[src/hw/segment_pin_function_select_pkg.sv]
package segment_pin_function_select_pkg;

  // ----------------------------------------------------------------
  // register map (indices; byte address is four times the index)
  // ----------------------------------------------------------------
  localparam logic [15:0] SEGMENT_SELECT_16_31_IDX = 16'hF0F8;
  localparam logic [15:0] SEGMENT_SELECT_32_47_IDX = 16'hF0FA;
  localparam logic [15:0] SEGMENT_SELECT_48_63_IDX = 16'hF0FC;
  localparam logic [15:0] SEGMENT_SELECT_64_IDX = 16'hF0FE;
  localparam int NUM_SELECT_REGS = 4;

  // ----------------------------------------------------------------
  // fields and reset values
  // ----------------------------------------------------------------
  localparam logic [15:0] SELECT_RESET = 16'h0000;
  localparam logic [15:0] SELECT_64_MASK = 16'h0001;
  localparam int FIRST_SEGMENT = 16;
  localparam int NUM_PADS = 49;
  localparam logic [1:0] DISPLAY_STOP = 2'h0;

  // ----------------------------------------------------------------
  // ahb encodings
  // ----------------------------------------------------------------
  localparam logic [2:0] HSIZE_BYTE = 3'h0;
  localparam logic [2:0] HSIZE_HALF = 3'h1;
  localparam logic [2:0] HSIZE_WORD = 3'h2;
  localparam logic HRESP_OKAY = 1'b0;

  // display control bits coming from the display control register
  typedef struct packed {
    logic display_control_high_bit;
    logic display_control_low_bit;
  } display_ctrl_type;

  // bus data-phase tracking
  typedef enum logic [1:0] {
    PH_IDLE = 2'b00,
    PH_WRITE = 2'b01,
    PH_READ_WAIT = 2'b10,
    PH_READ_DONE = 2'b11
  } bus_phase_type;

  // whole state of the block
  typedef struct packed {
    logic [NUM_SELECT_REGS-1:0][15:0] sel;
    bus_phase_type phase;
    logic hit;
    logic [1:0] idx;
    logic [1:0] lanes;
    logic hreadyout;
    logic [31:0] hrdata;
    logic [NUM_PADS-1:0] seg_mode;
    logic [NUM_PADS-1:0] seg_out;
    logic [NUM_PADS-1:0] seg_oe_n;
  } state_type;

endpackage : segment_pin_function_select_pkg

[src/hw/segment_pin_function_select.sv]
// The AHB-Lite slave port was left to the implementer.
`timescale 1ns/10ps

// How it works
// RULE1: the first select register holds one bit per pad for segments 16 to 31, bit 0 being segment 16.
// RULE2: the second select register holds one bit per pad for segments 32 to 47, bit 0 being segment 32.
// RULE3: the third select register holds one bit per pad for segments 48 to 63, bit 0 being segment 48.
// RULE4: the fourth select register has only bit 0, for segment 64, and bits 15 to 1 are reserved.
// RULE5: a select bit of 0 gives the pad to general-purpose I/O, 1 to the segment driver, and all clear at reset.
// RULE6: each select register is read and written as a 16-bit word or as its high and low bytes.
// RULE7: software should change select bits only while the display control field is 00 (display stopped).
// RULE8: a pad given to the segment function drives ground level while the display is stopped.
// RULE9: after reset the segment driver outputs are high impedance with input and output paths off.
// RULE10: writes to the reserved bits of the fourth register do nothing and those bits read as zero.
module segment_pin_function_select (
  input wire logic hclk,
  input wire logic hresetn,
  input wire logic hsel,
  input wire logic [31:0] haddr,
  input wire logic [1:0] htrans,
  input wire logic hwrite,
  input wire logic [2:0] hsize,
  input wire logic hready,
  input wire logic [31:0] hwdata,
  output logic [31:0] hrdata,
  output logic hreadyout,
  output logic hresp,
  input wire segment_pin_function_select_pkg::display_ctrl_type display_control,
  input wire logic [segment_pin_function_select_pkg::NUM_PADS-1:0] seg_waveform,
  output logic [segment_pin_function_select_pkg::NUM_PADS-1:0] seg_mode,
  output logic [segment_pin_function_select_pkg::NUM_PADS-1:0] seg_out,
  output logic [segment_pin_function_select_pkg::NUM_PADS-1:0] seg_oe_n
);

  // ----------------------------------------------------------------
  // elaboration checks
  // ----------------------------------------------------------------
  if (segment_pin_function_select_pkg::NUM_PADS != 3 * 16 + 1)
  begin : g_bad_pads
    $error("pad count does not match the select register layout");
  end

  segment_pin_function_select_pkg::state_type st_reg;
  segment_pin_function_select_pkg::state_type st_next;
  logic accept;
  logic addr_hit;
  logic [1:0] addr_idx;
  logic [1:0] addr_lanes;
  logic [segment_pin_function_select_pkg::NUM_PADS-1:0] sel_vec;
  logic stopped;
  logic [15:0] wr_mask;

  // ----------------------------------------------------------------
  // address phase decode
  // ----------------------------------------------------------------
  assign accept = hsel && htrans[1] && hready;
  assign stopped = {display_control.display_control_high_bit, display_control.display_control_low_bit}
                   == segment_pin_function_select_pkg::DISPLAY_STOP;

  // match the word address against the four register indices
  always_comb
  begin
    addr_hit = 1'b0;
    addr_idx = 2'h0;
    // low two address bits pick the byte lane, so only the word part is matched here
    if (haddr[31:2] == {14'h0000, segment_pin_function_select_pkg::SEGMENT_SELECT_16_31_IDX})
    begin
      addr_hit = 1'b1;
      addr_idx = 2'h0;
    end
    else if (haddr[31:2] == {14'h0000, segment_pin_function_select_pkg::SEGMENT_SELECT_32_47_IDX})
    begin
      addr_hit = 1'b1;
      addr_idx = 2'h1;
    end
    else if (haddr[31:2] == {14'h0000, segment_pin_function_select_pkg::SEGMENT_SELECT_48_63_IDX})
    begin
      addr_hit = 1'b1;
      addr_idx = 2'h2;
    end
    else if (haddr[31:2] == {14'h0000, segment_pin_function_select_pkg::SEGMENT_SELECT_64_IDX})
    begin
      addr_hit = 1'b1;
      addr_idx = 2'h3;
    end
  end

  // RULE6: byte lanes
  // a byte at offset 0 or 1 hits one half; a word, or a halfword at offset 0, hits both; upper bytes are absent
  always_comb
  begin
    case (hsize)
      segment_pin_function_select_pkg::HSIZE_BYTE:
        addr_lanes = (haddr[1:0] == 2'h0) ? 2'b01 : ((haddr[1:0] == 2'h1) ? 2'b10 : 2'b00);
      segment_pin_function_select_pkg::HSIZE_HALF:
        addr_lanes = (haddr[1:0] == 2'h0) ? 2'b11 : 2'b00;
      segment_pin_function_select_pkg::HSIZE_WORD:
        addr_lanes = 2'b11;
      default:
        addr_lanes = 2'b00;
    endcase
  end

  // RULE1: segments 16 to 31 in the low register, bit 0 first
  // RULE2: segments 32 to 47 next
  // RULE3: segments 48 to 63 next
  // RULE4: only bit 0 of the last register reaches a pad
  assign sel_vec = {st_reg.sel[3][0], st_reg.sel[2], st_reg.sel[1], st_reg.sel[0]};
  assign wr_mask = {{8{st_reg.lanes[1]}}, {8{st_reg.lanes[0]}}};

  // ----------------------------------------------------------------
  // next state
  // ----------------------------------------------------------------
  // reads take one wait state so that a write just before is always seen
  always_comb
  begin
    st_next = st_reg;
    // write data phase: hwdata is valid now
    if (st_reg.phase == segment_pin_function_select_pkg::PH_WRITE && st_reg.hit)
    begin
      // RULE6: merge selected lanes only
      st_next.sel[st_reg.idx] = (st_reg.sel[st_reg.idx] & ~wr_mask) | (hwdata[15:0] & wr_mask);
    end
    // RULE10: reserved bits never hold a one
    st_next.sel[3] = st_next.sel[3] & segment_pin_function_select_pkg::SELECT_64_MASK;
    case (st_reg.phase)
      segment_pin_function_select_pkg::PH_READ_WAIT:
      begin
        st_next.hrdata = st_reg.hit ? {16'h0000, st_reg.sel[st_reg.idx]} : 32'h0000_0000;
        st_next.hreadyout = 1'b1;
        st_next.phase = segment_pin_function_select_pkg::PH_READ_DONE;
      end
      segment_pin_function_select_pkg::PH_IDLE,
      segment_pin_function_select_pkg::PH_WRITE,
      segment_pin_function_select_pkg::PH_READ_DONE:
      begin
        st_next.phase = segment_pin_function_select_pkg::PH_IDLE;
        if (accept)
        begin
          st_next.hit = addr_hit;
          st_next.idx = addr_idx;
          st_next.lanes = addr_lanes;
          st_next.phase = hwrite ? segment_pin_function_select_pkg::PH_WRITE
                                 : segment_pin_function_select_pkg::PH_READ_WAIT;
          st_next.hreadyout = hwrite;
        end
      end
      default:
      begin
        st_next.phase = segment_pin_function_select_pkg::PH_IDLE;
        st_next.hreadyout = 1'b1;
      end
    endcase
    // RULE5: a one hands the pad to the segment driver, a zero leaves it to the port
    st_next.seg_mode = sel_vec;
    st_next.seg_oe_n = ~sel_vec;
    // RULE8: ground level on selected pads while the display is stopped
    st_next.seg_out = stopped ? '0 : (seg_waveform & sel_vec);
  end

  // ----------------------------------------------------------------
  // state register
  // ----------------------------------------------------------------
  // RULE5: all selects clear
  // RULE9: every segment driver released at reset
  always_ff @(posedge hclk or negedge hresetn)
  begin
    if (!hresetn)
    begin
      st_reg.sel <= {segment_pin_function_select_pkg::NUM_SELECT_REGS{segment_pin_function_select_pkg::SELECT_RESET}};
      st_reg.phase <= segment_pin_function_select_pkg::PH_IDLE;
      st_reg.hit <= 1'b0;
      st_reg.idx <= 2'h0;
      st_reg.lanes <= 2'b00;
      st_reg.hreadyout <= 1'b1;
      st_reg.hrdata <= 32'h0000_0000;
      st_reg.seg_mode <= '0;
      st_reg.seg_out <= '0;
      st_reg.seg_oe_n <= '1;
    end
    else
    begin
      st_reg <= st_next;
    end
  end

  // outputs straight from flops, except hresp tied to OKAY
  assign hrdata = st_reg.hrdata;
  assign hreadyout = st_reg.hreadyout;
  assign hresp = segment_pin_function_select_pkg::HRESP_OKAY;
  assign seg_mode = st_reg.seg_mode;
  assign seg_out = st_reg.seg_out;
  assign seg_oe_n = st_reg.seg_oe_n;

  // ----------------------------------------------------------------
  // assertions
  // ----------------------------------------------------------------
  logic first_cycle_reg;
  logic wr_full;

  // helper: marks the first edge after reset release
  always_ff @(posedge hclk or negedge hresetn)
  begin
    if (!hresetn)
      first_cycle_reg <= 1'b1;
    else
      first_cycle_reg <= 1'b0;
  end

  assign wr_full = st_reg.phase == segment_pin_function_select_pkg::PH_WRITE && st_reg.hit && st_reg.lanes == 2'b11;

  property p_sel_16_31;
    @(posedge hclk) disable iff (!hresetn)
    (wr_full && st_reg.idx == 2'h0) |=> ##1 seg_mode[15:0] == $past(hwdata[15:0], 2);
  endproperty
  a_sel_16_31: assert property (p_sel_16_31) else $error("segments 16-31 do not follow word write"); // RULE1

  property p_sel_32_47;
    @(posedge hclk) disable iff (!hresetn)
    (wr_full && st_reg.idx == 2'h1) |=> ##1 seg_mode[31:16] == $past(hwdata[15:0], 2);
  endproperty
  a_sel_32_47: assert property (p_sel_32_47) else $error("segments 32-47 do not follow word write"); // RULE2

  property p_sel_48_63;
    @(posedge hclk) disable iff (!hresetn)
    (wr_full && st_reg.idx == 2'h2) |=> ##1 seg_mode[47:32] == $past(hwdata[15:0], 2);
  endproperty
  a_sel_48_63: assert property (p_sel_48_63) else $error("segments 48-63 do not follow word write"); // RULE3

  property p_sel_64;
    @(posedge hclk) disable iff (!hresetn)
    (wr_full && st_reg.idx == 2'h3) |=> ##1 seg_mode[48] == $past(hwdata[0], 2);
  endproperty
  a_sel_64: assert property (p_sel_64) else $error("segment 64 does not follow write"); // RULE4

  property p_reset_state;
    @(posedge hclk) disable iff (!hresetn)
    first_cycle_reg |-> (seg_mode == '0 && seg_oe_n == '1 && st_reg.sel == '0);
  endproperty
  a_reset_state: assert property (p_reset_state) else $error("select or pad state wrong after reset"); // RULE5

  property p_byte_low_keeps_high;
    @(posedge hclk) disable iff (!hresetn)
    (st_reg.phase == segment_pin_function_select_pkg::PH_WRITE && st_reg.hit && st_reg.lanes == 2'b01)
      |=> st_reg.sel[$past(st_reg.idx)][15:8] == $past(st_reg.sel[st_reg.idx][15:8]);
  endproperty
  a_byte_low_keeps_high: assert property (p_byte_low_keeps_high) else $error("high byte changed"); // RULE6

  property p_stop_ground;
    @(posedge hclk) disable iff (!hresetn)
    stopped |=> (seg_out & ~seg_oe_n) == '0;
  endproperty
  a_stop_ground: assert property (p_stop_ground) else $error("segment pad not at ground while stopped"); // RULE8

  property p_release_follows;
    @(posedge hclk) disable iff (!hresetn)
    seg_oe_n == ~seg_mode;
  endproperty
  a_release_follows: assert property (p_release_follows) else $error("pad enable disagrees with select"); // RULE9

  property p_reserved_zero;
    @(posedge hclk) disable iff (!hresetn)
    (st_reg.phase == segment_pin_function_select_pkg::PH_READ_WAIT && st_reg.idx == 2'h3)
      |=> hreadyout && hrdata[31:1] == 31'h0000_0000;
  endproperty
  a_reserved_zero: assert property (p_reserved_zero) else $error("reserved bits read non-zero"); // RULE10

  property p_read_wait;
    @(posedge hclk) disable iff (!hresetn)
    (accept && !hwrite) |=> !hreadyout ##1 hreadyout;
  endproperty
  a_read_wait: assert property (p_read_wait) else $error("read did not answer after one wait state");

endmodule : segment_pin_function_select

[config.mk]
export PLATFORM = sky130hd
export DESIGN_NAME = segment_pin_function_select
export DESIGN_NICKNAME = d
export VERILOG_FILES = /design/src/hw/segment_pin_function_select_pkg.sv /design/src/hw/segment_pin_function_select.sv
export SDC_FILE = /design/constraint.sdc
export NUM_CORES = 1
export LEC_CHECK = 0
export CAP_MARGIN = 15
export CORE_AREA = 4 4 183 185
export CTS_BUF_LIST = sky130_fd_sc_hd__clkbuf_4
export DETAILED_ROUTE_END_ITERATION = 16
export DIE_AREA = 0 0 187 189
export DONT_BUFFER_PORTS = 1
export SYNTH_ARGS = -nofsm -noshare
export SYNTH_HDL_FRONTEND = slang
export SYNTH_SLANG_ARGS = --single-unit
[constraint.sdc]
create_clock -name hclk -period 1.8 [get_ports hclk]
set_input_delay 0.18 -clock hclk [delete_from_list [all_inputs] [get_ports hclk]]
set_output_delay 0.18 -clock hclk [all_outputs]
set_load 0.01 [all_outputs]
==> summary.md <==
| Metric | Value |
|---|---|
| Status | `complete, but fails checks` |
| Failing checks | `negative hold slack` |
| Remaining Overflow, GRT | `0` |
| Routability cong. | `slightly above 0.7` |
| Final period util | `0.999` |
| Core area | `32000 um2` |
| Place WS | `-0.116 ns` |
| Post-synthesis cell count | `710` |
| Total track usage | `0.116` |
| Clock slew seen by the registers of the worst setup and hold paths | `around 0.070 ns` |
| Worst hold margin | `-0.767 ns` |
| CTS buffer count | `57` |
| DP Wirelength | `13700 um` |
| Cell Area, Synth | `between 9000 and 10000 um2` |
| List of most frequent post-synthesis cells | `buf_4 (182), dfrtp_1 (170), mux2_2 (57), inv_1 (52), dfstp_2 (50)` |
| Top-level port count | `around 310` |
| Port bufs | `0` |
| Fraction of registers with async set/reset | `1.00` |
| Footprint of the multi-input gates | `about 1900 um2` |
| Synth area leaders | `dfrtp_1 (47%), buf_4 (15%), dfstp_2 (14%)` |
| ANT nets after route | `0` |
| Post-route DRC | `0` |
| Unrepaired setup endpoints after global routing | `false` |
| First drt pass iteration count | `4` |
| CTS Buffer Depth | `3` |
| Post-CTS Hold Buffers | `between 80 and 90` |
| Min Tclk post-route | `1.80 ns` |
| Sequential cell area | `roughly 5600 um2` |
| Worst slew margin | `0.332` |
| Worst VDD drop | `about 450 uV` |
| Clock Latency Late Sink | `between 0.6 and 0.7 ns` |
| Die Wd | `~190 um` |
| Arr. time, crit path | `2.33 ns` |
| Power density over cell area | `985 nW/um2` |
| Critical path class | `in2reg` |
| Dpl cells | `950` |
| Final Util | `0.313` |
| Final Hold Fails | `between 200 and 250` |
| WL final | `21000 um` |
| Static Leak | `~0.0048 uW` |
| Dominant cell by count in the synthesized netlist | `buf_4` |
| Worst EP required | `~2.3 ns` |
| Seq/Total Area, Yosys | `0.611` |
| Final Max Tran Viols | `0` |
| First-pass GRT wire length | `31500 um` |
| Root buf cell | `clkbuf_4` |
| Nature of the critical path endpoint | `register` |
| Area Overhead vs Synth | `10.1%` |
| #FFs+latches synth | `220` |
| DRC marker count from the first detailed-route iteration | `approximately 130` |
| H-tree Lvls | `2` |
| Std cell rows | `66` |
| Slew @ Worst Pin | `roughly 1 ns` |
| Synth warn | `0` |
| Vias per cell | `approximately 4.1` |
| Final worst slack | `0.00252 ns` |
| Hold Crit Class | `in2async` |
| Post-synth EDFFs | `0` |
| Die height | `~190 um` |
| Initial Util | `0.285` |
| Clock skew | `about 0.027 ns` |
| Vias in the first global route | `between 5k and 6k` |
| Share of cells above drive strength 1 | `0.326` |
| # setup viols final | `0` |
| WL/cell | `between 15 and 20 um` |
| Top-area cell type share of the netlist area | `0.467` |
| Largest net degree at the start of global routing | `221` |
| Filler Cells Inserted | `between 3k and 4k` |
| # nets final | `between 800 and 900` |
| Via count | `approximately 4.7k` |
| Syn_area_per_cell | `~13 um2` |
| Total of max-cap violations | `0` |
| Synth unique cells | `36` |
| Startpoint types | `input pin` |
| Yosys top cell by area | `dfrtp_1` |
| Final Instance Count excl. Fillers | `between 1k and 1.5k` |
| Clk sink count | `220` |
| Die Area | `35300 um2` |
| FMAX | `556 MHz` |
| Top FF cell, synth | `dfrtp_1` |
| Initial antenna violation count | `2` |
| Reg2Reg Depth | `5` |
| TritonCTS clock tree | `built` |
| CP Max Fanout | `3` |
-- cell type report --
type,instances,area share
Sequential cell,220,0.555
Clock inverter,22,0.0141
Clock buffer,82,0.0613
Antenna cell,2,0.000499
Timing Repair Buffer,103,0.106
Inverter,52,0.0194
Tap cell,408,0.0509
Multi-Input combinational cell,251,0.193
-- kinds of logic (layout without fill, tap and decap cells) --
group,after synthesis,in the layout,share of synthesized area
multiplexers,81,81,0.102
AND/OR/NAND/NOR,111,111,0.0703
AO/OA/AOI/OAI,42,42,0.0307
flip-flops,220,220,0.611
other,1,19,0.000411
buffers and inverters,255,259,0.186
-- metal layers --
metal / GRT usage / wire [um]
met1: 0.141 / 8760
met2: 0.193 / 10300
met3: 0.0431 / 1530
met4: 0.0412 / 380
met5: 0 / 0
-- per-stage QoR --
step	hold slack (ns)	power, uW	cell area, um2	TNS, ns
finish	-0.767	9880	10000	0
global route	-0.883	10400	10000	0
CTS	-0.888	10100	9970	0
detailed placement	-0.108	5440	8380	-4.94
global placement	-0.110	5440	8380	-4.42
floorplan	-0.116	5360	9180	0
-- worst max-delay path, stage by stage --
cell           delay [ns]
dlygate4sd3_1        0.54
nand4_1              0.07
dlygate4sd3_1        0.55
nor3_1               0.04
dlygate4sd3_1        0.54
buf_4                0.14
mux2_2               0.25
-- power by group --
group / internal (uW) / switching [uW] / total (uW)
logic: 233 / 234 / 467
clock network: 2390 / 1990 / 4380
registers: 4990 / 40.5 / 5030
-- layout by cell type (no fill, tap or decap), types with 2 or more instances in the layout --
cell and count:
a21oi_1 2, a31o_2 2, and3_1 49, buf_12 6
buf_4 13, buf_6 3, bufinv_16 2, clkbuf_4 82
clkinv_1 14, clkinv_2 5, conb_1 17, dfrtp_1 169
dfstp_2 50, diode_2 2, dlygate4sd3_1 81, inv_1 52
mux2_2 56, mux2_4 9, mux2i_1 14, nand2_1 36
nand4_1 2, nor2_1 3, nor2b_1 2, nor3_1 2
nor4_1 2, nor4b_1 3, o21ai_0 21, o2bb2ai_1 15
or3_1 2
-- worst paths after layout --
path,endpoint,slack (ns),start
max,st_reg[184]$_DFFE_PN0P_,0.003,haddr[6]
min,seg_mode[33]$_DFF_PN0_,-0.77,hresetn
max reg2reg,sel_vec[14]$_DFFE_PN0P_,0.07,st_reg[183]$_DFFE_PN0P_
min reg2reg,seg_mode[30]$_DFF_PN0_,0.44,sel_vec[30]$_DFFE_PN0P_
max in group asynchronous,seg_oe_n[27]$_DFF_PN1_,2.23,hresetn
min in group hclk,seg_out[15]$_DFF_PN0_,0.20,seg_waveform[15]
-- timing repair --
item / 4_1_cts / 5_1_grt
setup buffers: 0 / 4
gates resized for setup: 5 / 7
endpoints found under the setup margin: 61 / 33
pin swaps: 1 / 1
endpoints found under the hold margin: 326 / 220
Power figures use the tool's default switching activity.
